--- config.mk ---
export PLATFORM = sky130hd
export DESIGN_NAME = dpio_top
export DESIGN_NICKNAME = d
export VERILOG_FILES = /design/src/dpio_pkg.sv /design/src/dpio_port0.sv /design/src/dpio_port1.sv /design/src/dpio_top.sv
export VERILOG_INCLUDE_DIRS = /design/src /design/src/src
export SDC_FILE = /design/constraint.sdc
export NUM_CORES = 1
export LEC_CHECK = 0
export BUFFER_PORTS_ARGS = -buffer_cell sky130_fd_sc_hd__buf_2
export CAP_MARGIN = 10
export CORE_AREA = 5 5 106 108
export DETAILED_ROUTE_END_ITERATION = 6
export DIE_AREA = 0 0 111 113
export MAX_ROUTING_LAYER = met4
export PLACE_DENSITY = 0.73
export RECOVER_POWER = 50
export SLEW_MARGIN = 40
export SYNTH_ARGS = -nofsm -noshare
export SYNTH_HDL_FRONTEND = slang
export SYNTH_SLANG_ARGS = --single-unit
--- constraint.sdc ---
create_clock -name clk_sys -period 2.4 [get_ports clk_sys]
set_clock_uncertainty 0.05 [all_clocks]
set_input_delay 0.48 -clock clk_sys [delete_from_list [all_inputs] [get_ports clk_sys]]
set_output_delay 0.48 -clock clk_sys [all_outputs]
set_load 0.02 [all_outputs]
--- src/dpio_consts.svh ---
// Offsets, reset values and field positions of the dual parallel I/O port block
`ifndef DPIO_CONSTS_SVH
`define DPIO_CONSTS_SVH

// ==========================================
// Address map
`define DPIO_SFR_LAST       16'h003F
`define DPIO_OFS_P0_LATCH   16'h0000
`define DPIO_OFS_P1_LATCH   16'h0001
`define DPIO_OFS_P0_PINS    16'h0008
`define DPIO_OFS_P1_DIR     16'h000D
`define DPIO_OFS_IRQ_CTRL   16'h0037

// ==========================================
// Field positions
`define DPIO_IRQ0_SEL_POS   6

// ==========================================
// Reset and idle values
`define DPIO_RST_P0_LATCH   8'hFF
`define DPIO_RST_P1_LATCH   8'h00
`define DPIO_RST_P1_DIR     8'h00
`define DPIO_RST_IRQ0_SEL   1'h0
`define DPIO_RD_UNMAPPED    8'h00
`define DPIO_PADS_RELEASED  8'hFF
`define DPIO_PADS_LOW       8'h00

`endif

--- src/dpio_pkg.sv ---
// Types shared by the dual parallel I/O port block
package dpio_pkg;

    // ==========================================
    // CPU access kinds
    typedef enum logic [1:0] {
        DPIO_OP_READ,
        DPIO_OP_WRITE,
        DPIO_OP_BSET,
        DPIO_OP_BCLR
    } dpio_op_t;

    // Access phases of one instruction cycle
    typedef enum logic [1:0] {
        DPIO_PH_IDLE,
        DPIO_PH_READ_SAMPLE,
        DPIO_PH_WRITE_UPDATE
    } dpio_phase_t;

    // Decoded register targets
    typedef enum logic [2:0] {
        DPIO_REG_NONE,
        DPIO_REG_P0_LATCH,
        DPIO_REG_P1_LATCH,
        DPIO_REG_P0_PINS,
        DPIO_REG_P1_DIR,
        DPIO_REG_IRQ_CTRL
    } dpio_reg_t;

    // ==========================================
    // Carriers
    typedef struct packed {
        logic        valid;
        dpio_op_t    op;
        logic [15:0] addr;
        logic [7:0]  wdata;
        logic [2:0]  bitsel;
    } dpio_req_t;

    typedef struct packed {
        logic       ack;
        logic       err;
        logic       busy;
        logic [7:0] rdata;
    } dpio_rsp_t;

    typedef struct packed {
        logic [7:0] en;
        logic [7:0] out;
    } dpio_sec_t;

    typedef struct packed {
        logic [7:0] drive;
        logic [7:0] oe_n;
    } dpio_pad_t;

    // ==========================================
    // Module states
    typedef struct packed {
        logic [7:0] latch;
        dpio_pad_t  pad;
    } dpio_p0_st_t;

    typedef struct packed {
        logic [7:0] latch;
        logic [7:0] dir;
        dpio_pad_t  pad;
    } dpio_p1_st_t;

    typedef struct packed {
        dpio_phase_t phase;
        dpio_req_t   req;
        logic [7:0]  rdata_work;
        dpio_rsp_t   rsp;
        logic        irq0_sel;
        logic        ext_irq0;
    } dpio_top_st_t;

endpackage : dpio_pkg

--- src/dpio_port0.sv ---
// Port 0: reset-to-one output latch and open-drain style pad drive
`include "dpio_consts.svh"

module dpio_port0 (
    // Clock and reset
    input  wire logic              clk_sys,
    input  wire logic              reset_n,
    // Latch write from the access sequencer
    input  wire logic              wr_en,
    input  wire logic [7:0]        wdata,
    // Pin function select and secondary functions
    input  wire logic              irq0_sel,
    input  wire dpio_pkg::dpio_sec_t sec,
    // Latch contents and pads
    output logic [7:0]             latch,
    output dpio_pkg::dpio_pad_t    pad
);

    dpio_pkg::dpio_p0_st_t st_ff;   // Whole state
    dpio_pkg::dpio_p0_st_t nxt_st;  // Next state

    // ==========================================
    // Next latch and pad levels
    always_comb begin
        nxt_st = st_ff;
        if (wr_en) begin
            nxt_st.latch = wdata;
        end
        // Pad level computed from the next latch so pins move with the write
        nxt_st.pad.drive = `DPIO_PADS_LOW;
        nxt_st.pad.oe_n  = nxt_st.latch & (~sec.en | sec.out);
        if (irq0_sel) begin
            nxt_st.pad.oe_n[0] = 1'b1;
        end
    end

    // ==========================================
    // State register
    always_ff @(posedge clk_sys) begin
        if (!reset_n) begin
            st_ff.latch     <= `DPIO_RST_P0_LATCH;
            st_ff.pad.drive <= `DPIO_PADS_LOW;
            st_ff.pad.oe_n  <= `DPIO_PADS_RELEASED;
        end else begin
            st_ff <= nxt_st;
        end
    end

    assign latch = st_ff.latch;
    assign pad   = st_ff.pad;

endmodule // dpio_port0

--- src/dpio_port1.sv ---
// Port 1: per-bit direction register and output latch
`include "dpio_consts.svh"

module dpio_port1 (
    // Clock and reset
    input  wire logic              clk_sys,
    input  wire logic              reset_n,
    // Writes from the access sequencer
    input  wire logic              latch_wr,
    input  wire logic              dir_wr,
    input  wire logic [7:0]        wdata,
    // Secondary functions
    input  wire dpio_pkg::dpio_sec_t sec,
    // Register contents and pads
    output logic [7:0]             latch,
    output logic [7:0]             dir,
    output dpio_pkg::dpio_pad_t    pad
);

    dpio_pkg::dpio_p1_st_t st_ff;   // Whole state
    dpio_pkg::dpio_p1_st_t nxt_st;  // Next state

    // ==========================================
    // Next latch, direction and pads
    always_comb begin
        nxt_st = st_ff;
        // Latch takes data in any direction so outputs can be preloaded
        if (latch_wr) begin
            nxt_st.latch = wdata;
        end
        if (dir_wr) begin
            nxt_st.dir = wdata;
        end
        nxt_st.pad.drive = nxt_st.latch & (~sec.en | sec.out);
        nxt_st.pad.oe_n  = ~nxt_st.dir;
    end

    // ==========================================
    // State register
    always_ff @(posedge clk_sys) begin
        if (!reset_n) begin
            st_ff.latch     <= `DPIO_RST_P1_LATCH;
            st_ff.dir       <= `DPIO_RST_P1_DIR;
            st_ff.pad.drive <= `DPIO_PADS_LOW;
            st_ff.pad.oe_n  <= `DPIO_PADS_RELEASED;
        end else begin
            st_ff <= nxt_st;
        end
    end

    assign latch = st_ff.latch;
    assign dir   = st_ff.dir;
    assign pad   = st_ff.pad;

endmodule // dpio_port1

--- src/dpio_top.sv ---
// Dual parallel I/O port: CPU access sequencer, register decode and both ports
`include "dpio_consts.svh"

module dpio_top (
    // Clock and reset
    input  wire logic                clk_sys,
    input  wire logic                reset_n,
    // CPU byte access
    input  wire dpio_pkg::dpio_req_t cpu_req,
    output dpio_pkg::dpio_rsp_t      cpu_rsp,
    // Port 0 pads
    input  wire logic [7:0]          p0_pad_level,
    output dpio_pkg::dpio_pad_t      p0_pad,
    // Port 0 secondary functions
    input  wire dpio_pkg::dpio_sec_t p0_sec,
    output logic                     ext_irq0_input,
    // Port 1 pads
    input  wire logic [7:0]          p1_pad_level,
    output dpio_pkg::dpio_pad_t      p1_pad,
    // Port 1 secondary functions
    input  wire dpio_pkg::dpio_sec_t p1_sec
);

    // ==========================================
    // Helpers

    // Map a byte address onto a register of this block
    function automatic dpio_pkg::dpio_reg_t decode_addr(input logic [15:0] addr);
        dpio_pkg::dpio_reg_t r;
        r = dpio_pkg::DPIO_REG_NONE;
        // Nothing above the special function area belongs here
        if (addr <= `DPIO_SFR_LAST) begin
            case (addr)
                `DPIO_OFS_P0_LATCH: r = dpio_pkg::DPIO_REG_P0_LATCH;
                `DPIO_OFS_P1_LATCH: r = dpio_pkg::DPIO_REG_P1_LATCH;
                `DPIO_OFS_P0_PINS:  r = dpio_pkg::DPIO_REG_P0_PINS;
                `DPIO_OFS_P1_DIR:   r = dpio_pkg::DPIO_REG_P1_DIR;
                `DPIO_OFS_IRQ_CTRL: r = dpio_pkg::DPIO_REG_IRQ_CTRL;
                default:            r = dpio_pkg::DPIO_REG_NONE;
            endcase
        end
        return r;
    endfunction

    // True for accesses that write something back
    function automatic logic is_write_op(input dpio_pkg::dpio_op_t op);
        return (op != dpio_pkg::DPIO_OP_READ);
    endfunction

    // Set or clear one bit of a byte
    function automatic logic [7:0] modify_bit(
        input logic [7:0] value,
        input logic [2:0] pos,
        input logic       set
    );
        logic [7:0] v;
        v      = value;
        v[pos] = set;
        return v;
    endfunction

    // ==========================================
    // Declarations
    dpio_pkg::dpio_top_st_t st_ff;      // Whole sequencer state
    dpio_pkg::dpio_top_st_t nxt_st;     // Next sequencer state
    dpio_pkg::dpio_reg_t    cur_reg;    // Register hit by the held request
    logic [7:0]             p0_latch;   // Port 0 output latch
    logic [7:0]             p1_latch;   // Port 1 output latch
    logic [7:0]             p1_dir;     // Port 1 direction
    logic [7:0]             p1_view;    // Port 1 read view
    logic [7:0]             rd_value;   // Value seen in the sample state
    logic [7:0]             wr_value;   // Value written in the update state
    logic                   p0_wr;      // Port 0 latch write strobe
    logic                   p1_lat_wr;  // Port 1 latch write strobe
    logic                   p1_dir_wr;  // Port 1 direction write strobe
    logic                   bad_acc;    // Access that this block refuses

    // ==========================================
    // Port blocks
    dpio_port0 u_port0 (
        .clk_sys  (clk_sys),
        .reset_n  (reset_n),
        .wr_en    (p0_wr),
        .wdata    (wr_value),
        .irq0_sel (nxt_st.irq0_sel),    // Next select, so pin 0 turns on the ack edge
        .sec      (p0_sec),
        .latch    (p0_latch),
        .pad      (p0_pad)
    );

    dpio_port1 u_port1 (
        .clk_sys  (clk_sys),
        .reset_n  (reset_n),
        .latch_wr (p1_lat_wr),
        .dir_wr   (p1_dir_wr),
        .wdata    (wr_value),
        .sec      (p1_sec),
        .latch    (p1_latch),
        .dir      (p1_dir),
        .pad      (p1_pad)
    );

    // ==========================================
    // Read path

    // Outputs show the latch, inputs show the live pin, no input latch
    always_comb begin
        p1_view = (p1_dir & p1_latch) | (~p1_dir & p1_pad_level);
    end

    // Decode of the request held for the current access
    always_comb begin
        cur_reg = decode_addr(st_ff.req.addr);
    end

    // Byte returned for the held request, evaluated in the sample state
    always_comb begin
        rd_value = `DPIO_RD_UNMAPPED;
        case (cur_reg)
            dpio_pkg::DPIO_REG_P0_LATCH: begin
                rd_value = p0_latch;
            end
            dpio_pkg::DPIO_REG_P0_PINS: begin
                rd_value = p0_pad_level;
            end
            dpio_pkg::DPIO_REG_P1_LATCH: begin
                rd_value = p1_view;
            end
            dpio_pkg::DPIO_REG_P1_DIR: begin
                rd_value = p1_dir;
            end
            dpio_pkg::DPIO_REG_IRQ_CTRL: begin
                // Only the pin select bit lives here, the rest reads zero
                rd_value = `DPIO_RD_UNMAPPED;
                rd_value[`DPIO_IRQ0_SEL_POS] = st_ff.irq0_sel;
            end
            default: begin
                rd_value = `DPIO_RD_UNMAPPED;
            end
        endcase
    end

    // ==========================================
    // Write path

    // Plain writes use the CPU byte; bit operations reuse the sampled
    // byte, so input bits of port 1 carry their pin level back into
    // the latch. That is the documented side effect, not a bug.
    always_comb begin
        case (st_ff.req.op)
            dpio_pkg::DPIO_OP_BSET: begin
                wr_value = modify_bit(st_ff.rdata_work, st_ff.req.bitsel, 1'b1);
            end
            dpio_pkg::DPIO_OP_BCLR: begin
                wr_value = modify_bit(st_ff.rdata_work, st_ff.req.bitsel, 1'b0);
            end
            default: begin
                wr_value = st_ff.req.wdata;
            end
        endcase
    end

    // Refused: unmapped or reserved address, or a write to the pin view
    always_comb begin
        bad_acc = (cur_reg == dpio_pkg::DPIO_REG_NONE) ||
                  ((cur_reg == dpio_pkg::DPIO_REG_P0_PINS) &&
                   is_write_op(st_ff.req.op));
    end

    // Write strobes fire only in the update state
    always_comb begin
        p0_wr     = 1'b0;
        p1_lat_wr = 1'b0;
        p1_dir_wr = 1'b0;
        if ((st_ff.phase == dpio_pkg::DPIO_PH_WRITE_UPDATE) &&
            is_write_op(st_ff.req.op)) begin
            p0_wr     = (cur_reg == dpio_pkg::DPIO_REG_P0_LATCH);
            p1_lat_wr = (cur_reg == dpio_pkg::DPIO_REG_P1_LATCH);
            p1_dir_wr = (cur_reg == dpio_pkg::DPIO_REG_P1_DIR);
        end
    end

    // ==========================================
    // Access sequencer: idle, sample, update
    always_comb begin
        nxt_st         = st_ff;
        nxt_st.rsp.ack = 1'b0;
        nxt_st.rsp.err = 1'b0;
        case (st_ff.phase)
            dpio_pkg::DPIO_PH_IDLE: begin
                // A new access is only taken while idle
                if (cpu_req.valid) begin
                    nxt_st.req      = cpu_req;
                    nxt_st.phase    = dpio_pkg::DPIO_PH_READ_SAMPLE;
                    nxt_st.rsp.busy = 1'b1;
                end
            end
            dpio_pkg::DPIO_PH_READ_SAMPLE: begin
                // Pins are caught here; later bounce is not seen
                nxt_st.rdata_work = rd_value;
                nxt_st.phase      = dpio_pkg::DPIO_PH_WRITE_UPDATE;
            end
            dpio_pkg::DPIO_PH_WRITE_UPDATE: begin
                // Latches and pads change on this edge, with the answer
                if (is_write_op(st_ff.req.op) &&
                    (cur_reg == dpio_pkg::DPIO_REG_IRQ_CTRL)) begin
                    nxt_st.irq0_sel = wr_value[`DPIO_IRQ0_SEL_POS];
                end
                nxt_st.rsp.ack   = 1'b1;
                nxt_st.rsp.err   = bad_acc;
                nxt_st.rsp.rdata = st_ff.rdata_work;
                nxt_st.rsp.busy  = 1'b0;
                nxt_st.phase     = dpio_pkg::DPIO_PH_IDLE;
            end
            default: begin
                nxt_st.phase    = dpio_pkg::DPIO_PH_IDLE;
                nxt_st.rsp.busy = 1'b0;
            end
        endcase
        // Interrupt pin follows the pad only when selected, else idles high
        nxt_st.ext_irq0 = st_ff.irq0_sel ? p0_pad_level[0] : 1'b1;
    end

    // ==========================================
    // State register
    always_ff @(posedge clk_sys) begin
        if (!reset_n) begin
            st_ff.phase      <= dpio_pkg::DPIO_PH_IDLE;
            st_ff.req        <= '0;
            st_ff.rdata_work <= `DPIO_RD_UNMAPPED;
            st_ff.rsp        <= '0;
            st_ff.irq0_sel   <= `DPIO_RST_IRQ0_SEL;
            st_ff.ext_irq0   <= 1'b1;
        end else begin
            st_ff <= nxt_st;
        end
    end

    // ==========================================
    // Outputs straight from the state register
    assign cpu_rsp        = st_ff.rsp;
    assign ext_irq0_input = st_ff.ext_irq0;

endmodule // dpio_top

### Yosys cells after proc, flatten, opt, wreduce, memory -nomap -nowiden

Cells that the tools add are included.

* register bits after elaboration: 101
* output and inout port bits: 44
* logic and storage cells: 86

* reductions and logical operators: 14
* bitwise gates (word level): 16
* magnitude comparators: 3
* equality and inequality tests: 14
* mux-type cells: 19

Operators by type and width (count)
* 8-bit bitwise AND: 5
* 8-bit NOT: 5
* 8-bit case mux with 5 select lines: 1
* 16-bit by 4-bit == test with 1-bit output, second input constant: 2
* 32-bit two-way mux: 1
* 8-bit bitwise OR: 4
* 8-bit two-way mux: 3
* 16-bit by 1-bit == test with 1-bit output, second input constant: 1
* 16-bit by 6-bit == test with 1-bit output, second input constant: 1
* 16-bit by 6-bit <= comparator with 1-bit output, second input constant: 1
* 16-bit logical NOT: 1
* 8-bit case mux with 2 select lines: 1
* 3-bit case mux with 5 select lines: 1
* 2-bit AND reduction: 4
* 1-bit two-way mux: 7
* 2-bit == test, second input constant: 3
* 3-bit by 2-bit == test with 1-bit output, second input constant: 2
* 3-bit == test, second input constant: 2
* 1-bit logical AND: 4
* 3-bit by 4-bit less-than comparator with 1-bit output, second input constant: 1
* 2-bit case mux with 2 select lines: 1
* 1-bit demux with 3-bit select: 1
* 3-bit by 1-bit == test with 1-bit output, second input constant: 1
* 3-bit by 1-bit greater-or-equal comparator with 1-bit output, second input constant: 1
* other kinds (11): 12

### Logic depth before layout (Yosys ltp)

Gate-level depths: netlist (run 1).

* depth after elaboration: 10
* gate-level depth with buffers: 8
* gate-level depth less buffers: 5

### Cells and area by module

Synthesis (run 1) repeated with hierarchy kept, for this count alone.

* cells, all modules: 472
* area total of the unflattened synthesis: 4438.0 µm²

By module, submodules not included
* dpio_top: times used 1, cells an instance 319, area each 2715.1 µm²
* dpio_port1: times used 1, cells an instance 93, area each 1116.1 µm²
* dpio_port0: times used 1, cells an instance 60, area each 606.8 µm²

### Least setup slack after synthesis (run 1)

OpenSTA, ideal clock, no wires.

* path kind: reg2reg
* start point: reg st_ff[43] in the netlist's numbering
* end point: reg u_port0.pad[0] (netlist name)
* setup time: 79 ps
* buffers on the path: 0
* path slack: 463 ps
* clock period less this slack: 1937 ps
* arrival: 1808 ps
* stages on the path, launching flop included: 6
* path through: dfxtp_1 -> nor4_4 -> nand4_2 -> nor4_4 -> mux2_4 -> o211ai_1

* cells in the longest elaborated chain, start to end: 8

RTL lines
* from (decl): RTL line dpio_top.sv:64 `dpio_pkg::dpio_top_st_t st_ff;`
* from (signal assigned): RTL line dpio_top.sv:235 `st_ff <= nxt_st;`
* branches (longest 2 deep; another with 16-bit by 6-bit <= comparator with 1-bit output)
* 3-bit two-way mux *: RTL line dpio_top.sv:32 `` if (addr <= `DPIO_SFR_LAST) begin ``
* 3-bit == test: RTL line dpio_top.sv:206 `(cur_reg == dpio_pkg::DPIO_REG_IRQ_CTRL)) begin`
* 1-bit logical AND: RTL line dpio_top.sv:205 `if (is_write_op(st_ff.req.op) &&`
* 1-bit two-way mux: RTL line dpio_top.sv:205
* 1-bit two-way mux: RTL line dpio_top.sv:189 `case (st_ff.phase)`
* 2-bit OR reduction (no source line)

Mark *: on every way between the ends.
A chain may end at the register's enable or synchronous reset.

### Worst setup path in the final report (run 1)

* start point: reg st_ff[32] in the netlist's numbering
* end point: reg u_port1.dir[6] (netlist name)

* cells in the longest elaborated chain, start to end: 6

RTL lines
* branches (longest 2 deep; another with 16-bit by 6-bit <= comparator with 1-bit output)
* 3-bit two-way mux *: RTL line dpio_top.sv:32
* 3-bit == test *: RTL line dpio_top.sv:179 `p1_dir_wr = (cur_reg == dpio_pkg::DPIO_REG_P1_DIR);`
* 1-bit two-way mux *: RTL line dpio_top.sv:175 `if ((st_ff.phase == dpio_pkg::DPIO_PH_WRITE_UPDATE) &&`
* 8-bit two-way mux *: RTL line dpio_port1.sv:31 `if (dir_wr) begin`

Marked as above.

==> metrics.md, run 1 <==
| Metric | Value |
|---|---|
| Status | `completed` |
| Gate power share | `12.6%` |
| CP startpoint kind | `register` |
| Vias | `3912` |
| Max VDD drop | `275 uV` |
| Max-slew violation count | `0` |
| Worst slack, placed | `0.242 ns` |
| First-pass detailed-route iteration total | `5` |
| Post-DR vias/cell | `5.30` |
| P_int | `2.35 mW` |
| Synth top area cells | `dfxtp_1, nand2_1, a21oi_1` |
| Leakage power | `2.29 nW` |
| # clock sinks | `100` |
| Setup slack, reg-to-reg | `0.20 ns` |
| Setup crit end kind | `register` |
| Row count | `37` |
| Max Freq | `454 MHz` |
| Port Buffer Count | `115` |
| Share of power burned in registers | `54.2%` |
| Setup repair after global routing missed its margin | `no` |
| Final setup viols | `0` |
| Synth top area share | `44.6%` |
| YS warnings | `0` |
| Total CTS buffers | `9` |
| Period utilization | `91.7%` |
| Core ar. | `10100 um2` |
| Crit path top cell by count | `buf_4` |
| Sequential fraction of the synthesis area | `44.6%` |
| Multi-input gate area | `2170 um2` |
| Largest net degree at the start of global routing | `53` |
| Final-report hold violation count | `0` |
| Syn_area_per_cell | `8.99 um2` |
| Initial Utilization | `44.3%` |
| Post-cts resize count | `0` |
| Aggregate global-route resource usage | `18.7%` |
| NumNets Final | `677` |
| I/O Pins | `124` |
| Placer Congestion | `0.909` |
| CP Class | `register to register` |
| Synth Register Bits | `100` |
| Sequential cell area | `2000 um2` |
| FILL cells | `973` |
| Critical Path Slowest Stage Cell | `nor4_1` |
| Synthesized area | `4490 um2` |
| Dpl hpwl | `8730 um` |
| FFs w/ async S/R, synth | `0%` |
| Final ANT Viol Nets | `0` |
| Drt wl/cell | `15.5 um` |
| CP max FO | `16` |
| Clock tree buffer depth | `2` |
| Worst-Skew Late Latency | `0.36 ns` |
| Cts hold-fix bufs | `0` |
| Worst slew pin tran | `1.27 ns` |
| Antenna violations before repair | `0` |
| Critical path required time | `2.60 ns` |
| Minimum clock period | `2.20 ns` |
| Rel. slew slack | `15.2%` |
| Gate Count Post-Synth | `500` |
| Congestion Overflow GR | `0` |
| H-tree depth | `3` |
| Final worst slack | `0.200 ns` |
| Most frequent cell after synthesis | `dfxtp_1` |
| Clock transition at the registers of the reported paths | `0.10 ns` |
| Number of synthesized flops with an enable pin | `0` |
| Drt drc | `0` |
| Top post-synthesis cells by count | `dfxtp_1, nand2_1, a21oi_1` |
| Worst hold path class | `primary input to register` |
| Yosys top cell by area | `dfxtp_1` |
| Clock root buffer | `clkbuf_8` |
| Total power divided by cell area | `612 nW/um2` |
| Sum Neg Setup Slack | `0 ns` |
| CTS tree | `built` |
| Clock share of power | `33.2%` |
| Switching portion of total power | `27.1%` |
| Die X-Extent | `111 um` |
| Yosys cell types | `54` |
| Die height | `113 um` |
| Buffers & Inverters on Critical Path | `2` |
| Critical path's largest stage delay | `0.52 ns` |
| Worst r2r path cells | `7` |
| WL final | `11400 um` |
| Switching pwr | `0.873 mW` |
| First-pass GRT wire length | `18700 um` |
| WP data arrival | `2.40 ns` |
| Critical Path, Cell by Cell | `nor4_1 > a22o_2 > nor3_2 > buf_4 > and2_1 > buf_4 > o211a_1` |
| Post-synth top flop | `dfxtp_1` |
| Max-Cap Viols | `0` |
| Worst path depth | `7` |
| Ant diodes | `0` |
| WHS Path Cells | `3` |
| Area Growth Syn to Fin | `17.3%` |
| Die area | `12500 um2` |
| CP delay by family, top | `simple AND/OR/NAND/NOR gates` |
| Layout cells sized above 1 | `23.6%` |
| Number of buffers added for setup after CTS | `0` |
| Vias in the first global route | `3858` |
| DR iter-0 viols | `243` |
worst paths after layout:
check,start,endpoint
hold reg to reg,cpu_rsp[5],cpu_rsp[5]
hold / removal,cpu_req[16],st_ff[37]
setup / recovery,st_ff[32],u_port1.dir[6]
setup reg to reg,st_ff[32],u_port1.dir[6]
placed cells by master (no fill, tap or decap), types with 3 or more instances in the layout:
cell      instances
a211oi_1          5
a21oi_1          47
a221oi_1          4
a222oi_1          3
a41o_1            4
and2_1            6
buf_2            89
buf_4            12
clkbuf_1         28
clkbuf_8          9
conb_1            8
dfxtp_1         100
inv_1            17
mux2_2            4
mux2_4            7
mux2i_1          17
nand2_1          98
nand2b_1         10
nand3_1          11
nand3b_1          4
nor2_1           10
nor2b_1          11
nor3_1            3
nor3b_1           3
nor4_4            4
o2111a_1          7
o211a_1          15
o211ai_1         13
o21ai_0           5
o21ai_1           8
o311ai_0          4
registers in the layout, summed over array words and instances (netlist names):
register / cells
cpu_rsp: 11
ext_irq0_input: 1
st_ff: 40
u_port0.latch: 8
u_port0.pad: 8
u_port1.dir: 8
u_port1.latch: 8
u_port1.pad: 16
routing by layer:
metal	vias up	routed length, um	global-route usage [%]
met3	28	672	4.49
met5	-	0	-
li1	1941	-	-
met4	0	292	7.14
met2	140	5570	30.6
met1	1803	4880	22.5
power by group through the flow:
| stage | clock, mW | combinational (mW) | sequential (mW) |
|---|---|---|---|
| CTS | 1.10 | 0.410 | 1.75 |
| finish | 1.07 | 0.408 | 1.75 |
| global placement | 0 | 0.399 | 1.78 |
| floorplan | 0 | 0.281 | 1.77 |
| detailed placement | 0 | 0.408 | 1.78 |
| global route | 1.17 | 0.450 | 1.75 |
final cells by class:
type	count	share of cell area, %
repair buffers	131	12.6
flip-flops and latches	100	38.0
inverters	17	1.21
clock buffers	9	2.35
clock inverters	7	1.45
well taps	136	3.23
multi-input cells	338	41.1
through the flow:
stage / total power, mW / instance area [um2] / instances / util (%) / hold slack, ns
2_1_floorplan: 2.05 / 4520 / 507 / - / 0.338
3_5_place_dp: 2.19 / 5110 / 722 / 50.4 / 0.397
5_1_grt: 3.38 / 5270 / 738 / 52.0 / 0.279
3_3_place_gp: 2.18 / 5110 / 722 / 50.4 / 0.394
6_report: 3.22 / 5270 / 738 / 52.0 / 0.296
4_1_cts: 3.25 / 5310 / 738 / 52.4 / 0.283
cells by family after synthesis:
logic type	after synthesis	share of synthesized area (%)
compound gates	126	19.9
xor+xnor	1	0.195
buf+inv	69	7.77
flops	100	44.6
mux	28	7.13
other cells	1	0.0835
simple gates	175	20.4
worst register-to-register path, delay by kind of cell, from the launching register on:
kind / cells / cell delay, ns
AOI/OAI and AO/OA: 2 / 0.54
buffers and inverters: 2 / 0.37
and+or+nand+nor: 3 / 0.73
DFF: 1 / 0.41
Power figures use the tool's default switching activity.
==> inputs of run 2 (changes only) <==
--- a/config.mk
+++ b/config.mk
@@ -6,13 +6,14 @@
 export SDC_FILE = /design/constraint.sdc
 export NUM_CORES = 1
 export LEC_CHECK = 0
+export ABC_AREA = 1
 export BUFFER_PORTS_ARGS = -buffer_cell sky130_fd_sc_hd__buf_2
 export CAP_MARGIN = 10
 export CORE_AREA = 5 5 106 108
 export DETAILED_ROUTE_END_ITERATION = 6
 export DIE_AREA = 0 0 111 113
 export MAX_ROUTING_LAYER = met4
-export PLACE_DENSITY = 0.73
+export PLACE_DENSITY = 0.72
 export RECOVER_POWER = 50
 export SLEW_MARGIN = 40
 export SYNTH_ARGS = -nofsm -noshare
==> run 2 against run 1 <==
Synthesized cell count is 18% higher. Clock power is essentially flat. Critical path depth up 1. Critical path type unchanged. Largest cell class is now sequential cells.
==> metrics.md, run 2 <==
| Metric | Value |
|---|---|
| Dpl hpwl | `8360 um (-4.2%)` |
| Area Growth Syn to Fin | `15.6%` |
| Synth top area cells | `dfxtp_1, nor2_1, o21ai_0` |
| Max-slew violation count | `0 (unchanged)` |
| Post-DR vias/cell | `4.82 (-9.2%)` |
| Initial Utilization | `43.6% (-0.77 points)` |
| Buffers & Inverters on Critical Path | `2 (unchanged)` |
| Gate Count Post-Synth | `592 (+18%)` |
| CP max FO | `18 (+2)` |
| Port Buffer Count | `115 (unchanged)` |
| Worst hold margin | `0.262 ns (-0.0343 ns)` |
| Synthesized area | `4420 um2 (-1.7%)` |
| Finished Cell Area | `5100 um2 (-3.1%)` |
| Max reg flops | `40 (unchanged)` |
| Total power divided by cell area | `641 nW/um2 (+4.8%)` |
| Critical Path, Cell by Cell | `nor2_2 > nor2_4 > nand3_4 > inv_2 > or2_2 > o21ai_0 > nor2_1 > inv_1` |
| Placed cell areas | `4960 um2 (-2.9%)` |
| Post-synth top flop | `dfxtp_1` |
| Vias in the first global route | `3864 (+0.16%)` |
| CP startpoint kind | `register` |
| Largest net degree at the start of global routing | `57 (+7.5%)` |
| Worst hold path class | `primary input to register` |
| Vias | `3997 (+2.2%)` |
| Setup crit end kind | `register` |
| Leakage power | `2.29 nW (about the same)` |
| Sequential fraction of the synthesis area | `45.3% (+0.78 points)` |
| Antenna violations before repair | `0 (unchanged)` |
| Xor-xnor portion of the synthesized cell area | `0% (-0.19 points)` |
| Post-synthesis simple-gate area fraction | `29.7% (+9.3 points)` |
| Yosys cell types | `34 (-37%)` |
| Sum Neg Setup Slack | `0 ns (unchanged)` |
| Cts hold-fix bufs | `0 (unchanged)` |
| Worst r2r src | `st_ff[49]` |
| Critical path required time | `2.61 ns (about the same)` |
| WP data arrival | `2.15 ns (-0.25 ns)` |
| Post-synthesis mux area share | `0% (-7.1 points)` |
| CTS tree | `built` |
| Final ANT Viol Nets | `0 (unchanged)` |
| Row count | `37 (unchanged)` |
| Critical Path Source | `st_ff[49]` |
| Clock tree buffer depth | `2 (unchanged)` |
| Period utilization | `80.8% (-11 points)` |
| Clock root buffer | `clkbuf_8` |
| Largest register by flop count | `st_ff` |
| Drt drc | `0 (unchanged)` |
| YS warnings | `0 (unchanged)` |
| First-pass GRT wire length | `18300 um (-1.8%)` |
| Post-cts resize count | `0 (unchanged)` |
| Final-report hold violation count | `0 (unchanged)` |
| Most common cell after layout, fill and taps aside | `nor2_1` |
| Max Freq | `516 MHz (+13%)` |
| FFs w/ async S/R, synth | `0% (unchanged)` |
| Syn_area_per_cell | `7.46 um2 (-17%)` |
| Ant diodes | `0 (unchanged)` |
| Worst-Skew Late Latency | `0.35 ns (about the same)` |
| Number of buffers added for setup after CTS | `0 (unchanged)` |
| DR iter-0 viols | `263 (+8.2%)` |
| Max VDD drop | `275 uV (-0.16%)` |
| Final worst slack | `0.460 ns (+0.261 ns)` |
| Top post-synthesis cells by count | `nor2_1, dfxtp_1, nand2_1` |
| Adder-cell share of the synthesized area | `0% (unchanged)` |
| CP delay by family, top | `simple AND/OR/NAND/NOR gates` |
| CP Class | `register to register` |
| Synth top area share | `45.3% (+0.78 points)` |
| Clock transition at the registers of the reported paths | `0.09 ns (about the same)` |
| Drt wl/cell | `13.3 um (-14%)` |
| WL final | `11000 um (-3.4%)` |
| I/O Pins | `124 (unchanged)` |
| Die X-Extent | `111 um (unchanged)` |
| Combinational family with the most area after synthesis | `simple AND/OR/NAND/NOR gates` |
| Synth Register Bits | `100 (unchanged)` |
| Die height | `113 um (unchanged)` |
| Layout cells sized above 1 | `19.2% (-4.4 points)` |
| Setup repair after global routing missed its margin | `no` |
| Synth Area in Compound Gates | `13.8% (-6.1 points)` |
| Die area | `12500 um2 (unchanged)` |
| Yosys top cell by area | `dfxtp_1` |
| Most frequent cells in the layout | `nor2_1, dfxtp_1, nand2_1, buf_2, o21ai_0` |
| Hold Path Origin | `p0_sec[1]` |
| Core Util, Final | `50.4% (-1.6 points)` |
| Placer Congestion | `0.830 (-8.7%)` |
| Critical Path Slowest Stage Cell | `dfxtp_1` |
| Core ar. | `10100 um2 (unchanged)` |
| Congestion Overflow GR | `0 (unchanged)` |
| Worst slack, placed | `0.491 ns (+0.249 ns)` |
| Worst slew pin tran | `0.930 ns (-0.342 ns)` |
| Status | `completed` |
| NumNets Final | `769 (+14%)` |
| # clock sinks | `100 (unchanged)` |
| Final setup viols | `0 (unchanged)` |
| Total CTS buffers | `9 (unchanged)` |
| Max-Cap Viols | `0 (unchanged)` |
| Minimum clock period | `1.94 ns (-0.261 ns)` |
| Critical path's largest stage delay | `0.65 ns (+0.13 ns)` |
| H-tree depth | `3 (unchanged)` |
| Aggregate global-route resource usage | `18.4% (-0.33 points)` |
| Number of synthesized flops with an enable pin | `0 (unchanged)` |
| Most frequent cell after synthesis | `nor2_1` |
| Rel. slew slack | `38.0% (+23 points)` |
| First-pass detailed-route iteration total | `5 (unchanged)` |
==> run 2: cell count changes in the layout (fill, tap and decap cells not counted), moves of 15 or more <==
cell / change
mux2i_1: -17
nor2_1: +93
o211a_1: -15
o21ai_0: +64
nand3_1: +35
inv_1: +38
a21oi_1: -28
==> run 2: path summary, 6_finish.rpt <==
| kind | endpoint | depth (start not counted) | slack [ns] |
|---|---|---|---|
| setup reg to reg | u_port1.pad[1] | 8 | 0.46 |
| hold / removal | u_port0.pad[1] | 3 | 0.26 |
| setup / recovery | u_port1.pad[1] | 8 | 0.46 |
| hold reg to reg | st_ff[14] | 2 | 0.44 |
==> run 2: layout make-up <==
class / instances / area [um2]
fillers: 1041 / 5030
flip-flops and latches: 100 / 2000
multi-input cells: 398 / 1950
repair buffers: 121 / 567
inverters: 59 / 221
well taps: 136 / 170
clock buffers: 12 / 145
clock inverters: 4 / 48.8
==> run 2: power breakdown <==
part           leakage (nW)  internal (mW)  switching [mW]
clock network         0.100          0.511           0.559
registers             0.816           1.72          0.0470
logic                  1.37          0.143           0.296
==> run 2: layer usage <==
metal / vias up / share of wire (%) / GRT usage (%)
li1: 2064 / - / -
met1: 1808 / 44 / 23.8
met2: 117 / 49 / 29.4
met3: 8 / 6.0 / 3.64
met4: 0 / 0.97 / 5.25
met5: - / 0 / -
==> run 2: cells by family (layout without fill, tap and decap cells) <==
| logic type | Yosys count | in the layout |
|---|---|---|
| simple gates | 277 | 277 |
| compound gates | 113 | 113 |
| buf+inv | 101 | 196 |
| flops | 100 | 100 |
| other cells | 1 | 8 |
==> run 2: worst min-delay path: cells and delay by family <==
| family | cells | cell delay (ns) |
|---|---|---|
| buffers and inverters | 1 | 0.07 |
| AO/OA/AOI/OAI | 1 | 0.05 |
| AND/OR/NAND/NOR | 1 | 0.04 |
==> run 2: stage by stage <==
step,total power [mW],instances
global placement,2.24,814
CTS,3.31,830
global route,3.46,830
detailed placement,2.25,814
finish,3.27,830
floorplan,2.11,599
==> inputs of run 3 (changes only) <==
--- a/config.mk
+++ b/config.mk
@@ -6,14 +6,14 @@
 export SDC_FILE = /design/constraint.sdc
 export NUM_CORES = 1
 export LEC_CHECK = 0
-export ABC_AREA = 1
+export ABC_AREA = 0
 export BUFFER_PORTS_ARGS = -buffer_cell sky130_fd_sc_hd__buf_2
 export CAP_MARGIN = 10
 export CORE_AREA = 5 5 106 108
 export DETAILED_ROUTE_END_ITERATION = 6
 export DIE_AREA = 0 0 111 113
 export MAX_ROUTING_LAYER = met4
-export PLACE_DENSITY = 0.72
+export PLACE_DENSITY = 0.73
 export RECOVER_POWER = 50
 export SLEW_MARGIN = 40
 export SYNTH_ARGS = -nofsm -noshare
==> constraint.sdc (replaced) <==
create_clock -name clk_sys -period 1.88 [get_ports clk_sys]
set_clock_uncertainty 0.05 [all_clocks]
set_input_delay 0.376 -clock clk_sys [delete_from_list [all_inputs] [get_ports clk_sys]]
set_output_delay 0.376 -clock clk_sys [all_outputs]
set_load 0.02 [all_outputs]
==> run 3 against run 2 <==
The run now ends with negative setup slack left. Hold slack got worse by 0.086 ns. Register-to-register slack worse by 0.51 ns. Die area unchanged. Sequential power increased by 26%. First-iteration DRC count is 21% lower. Critical path depth down 1. Count of clock-buffer cells in the layout shrank 3. Final cell count down 6.7%. Largest cell class is now multi-input combinational cells. Largest power group unchanged.
==> metrics.md, run 3 (synthesis results as in run 1) <==
| Metric | Value |
|---|---|
| Status | `complete, but fails checks` |
| Failing checks | `negative setup slack` |
| Max-slew violation count | `0 (unchanged)` |
| Largest register by flop count | `st_ff` |
| Max VDD drop | `441 uV (+60%)` |
| CTS tree | `built` |
| CP startpoint kind | `register` |
| Ant diodes | `0 (unchanged)` |
| Antenna violations before repair | `0 (unchanged)` |
| First-pass detailed-route iteration total | `5 (unchanged)` |
| Congestion Overflow GR | `0 (unchanged)` |
| Drt drc | `0 (unchanged)` |
| Die X-Extent | `111 um (unchanged)` |
| Critical path required time | `2.13 ns (-0.48 ns)` |
| Crit path top cell by count | `buf_4` |
| Critical Path Slowest Stage Cell | `dfxtp_2` |
| Period utilization | `103% (+22 points)` |
| Critical path's largest stage delay | `0.37 ns (-0.28 ns)` |
| Area Growth Syn to Fin | `25.7%` |
| Worst hold path class | `primary input to register` |
| Layout cells sized above 1 | `31.7% (+12 points)` |
| Buffers & Inverters on Critical Path | `2 (unchanged)` |
| Max-Cap Viols | `0 (unchanged)` |
| Drt wl/cell | `15.2 um (+15%)` |
| Vias in the first global route | `3977 (+2.9%)` |
| Minimum clock period | `1.93 ns (-0.00732 ns)` |
| Leakage power | `2.49 nW (+8.9%)` |
| Max reg flops | `40 (unchanged)` |
| Setup repair after global routing missed its margin | `yes` |
| Aggregate global-route resource usage | `18.8% (+0.41 points)` |
| Placed instance count | `756 (-7.1%)` |
| Worst-Skew Late Latency | `0.37 ns (+0.02 ns)` |
| DR iter-0 viols | `207 (-21%)` |
| Clock tree buffer depth | `2 (unchanged)` |
| Clock transition at the registers of the reported paths | `0.10 ns (about the same)` |
| Placed cell areas | `5380 um2 (+8.3%)` |
| CP max FO | `4 (-14)` |
| Rel. slew slack | `63.8% (+26 points)` |
| Initial Utilization | `44.3% (+0.77 points)` |
| Critical Path, Cell by Cell | `nor3_2 > buf_4 > nand4_4 > nor4_4 > buf_4 > mux2_4 > o211ai_1` |
| WP data arrival | `2.18 ns (+0.03 ns)` |
| Placer Congestion | `0.863 (+3.9%)` |
| # clock sinks | `100 (unchanged)` |
| Post-DR vias/cell | `5.21 (+8.2%)` |
| Total power divided by cell area | `742 nW/um2 (+16%)` |
| Port Buffer Count | `115 (unchanged)` |
| Row count | `37 (unchanged)` |
| WL final | `11800 um (+6.8%)` |
| Total CTS buffers | `9 (unchanged)` |
| Max Freq | `518 MHz (+0.38%)` |
| Vias | `4033 (+0.90%)` |
| First-pass GRT wire length | `18800 um (+2.7%)` |
| Die area | `12500 um2 (unchanged)` |
| H-tree depth | `3 (unchanged)` |
| Final cell count without fillers | `774 (-6.7%)` |
| Most common cell after layout, fill and taps aside | `nand2_1` |
| Final worst slack | `-0.0523 ns (-0.513 ns)` |
| I/O Pins | `124 (unchanged)` |
| Final setup viols | `6 (+6)` |
| Finished Cell Area | `5650 um2 (+11%)` |
| Core ar. | `10100 um2 (unchanged)` |
| Largest net degree at the start of global routing | `53 (-7.0%)` |
| NumNets Final | `713 (-7.3%)` |
| CP Class | `register to register` |
| Sum Neg Setup Slack | `-0.149 ns (-0.149 ns)` |
| Die height | `113 um (unchanged)` |
| CP delay by family, top | `simple AND/OR/NAND/NOR gates` |
| Dpl hpwl | `9010 um (+7.7%)` |
| Worst slew pin tran | `0.543 ns (-0.386 ns)` |
| Final ANT Viol Nets | `0 (unchanged)` |
| Most frequent cells in the layout | `nand2_1, dfxtp_1, buf_2, a21oi_1, buf_4` |
| Setup crit end kind | `register` |
| Final-report hold violation count | `0 (unchanged)` |
| Worst slack, placed | `-0.0734 ns (-0.565 ns)` |
| Clock root buffer | `clkbuf_8` |
==> run 3: cell types whose count changed in the layout (fill, tap and decap cells not counted), moves of 15 or more <==
cell	before	now
a21oi_1	19	47
buf_4	3	44
inv_1	55	17
mux2i_1	0	17
nand3_1	46	10
nor2_1	103	9
o211a_1	0	15
o21ai_0	69	5
==> run 3: worst register-to-register path, stage by stage, from the launching register on <==
cell      delay (ns)
dfxtp_2         0.37
nor3_2          0.28
buf_4           0.18
nand4_4         0.10
nor4_4          0.21
buf_4           0.19
mux2_4          0.32
o211ai_1        0.16
==> run 3: cell type report <==
class | instances | area, um2
clock inverters | 7 | 63.8
clock buffers | 9 | 124
flip-flops and latches | 100 | 2020
repair buffers | 167 | 948
fillers | 932 | 4490
well taps | 136 | 170
inverters | 17 | 63.8
multi-input cells | 338 | 2260
==> run 3: stage by stage <==
stage | hold WS [ns] | utilization [%] | power [mW]
floorplan | 0.338 | - | 2.62
global placement | 0.386 | 53.0 | 2.86
detailed placement | 0.387 | 53.0 | 2.87
CTS | 0.160 | 55.6 | 4.21
global route | 0.177 | 55.7 | 4.37
finish | 0.175 | 55.7 | 4.19
==> run 3: report_power, final <==
group          total (mW)  switching, mW  internal, mW
clock network        1.32          0.806         0.515
logic               0.653          0.360         0.293
registers            2.22         0.0432          2.17
total                4.19           1.21          2.98
==> run 3: path summary, 6_finish.rpt <==
check | start | endpoint | slack (ns) | cells after the start
worst min-delay path | cpu_req[13] | st_ff[34] | 0.18 | 3
worst max register to register | st_ff[34] | u_port0.pad[0] | -0.05 | 7
worst min register to register | cpu_rsp[4] | cpu_rsp[4] | 0.41 | 2
worst max-delay path | st_ff[34] | u_port0.pad[0] | -0.05 | 7
==> run 3: what timing repair did <==
action,4_1_cts,5_1_grt
gates resized for setup,20,13
pin swaps,1,4
hold buffers,0,0
setup endpoints to repair,32,55
setup buffers,0,2
hold endpoints to repair,0,0
==> run 3: layer usage <==
layer	up-vias	global-route usage, %	part of all wire [%]
met5	-	-	0
met4	0	5.99	1.7
met3	20	4.06	5.0
met2	118	33.0	51
met1	1881	21.5	43
li1	2014	-	-
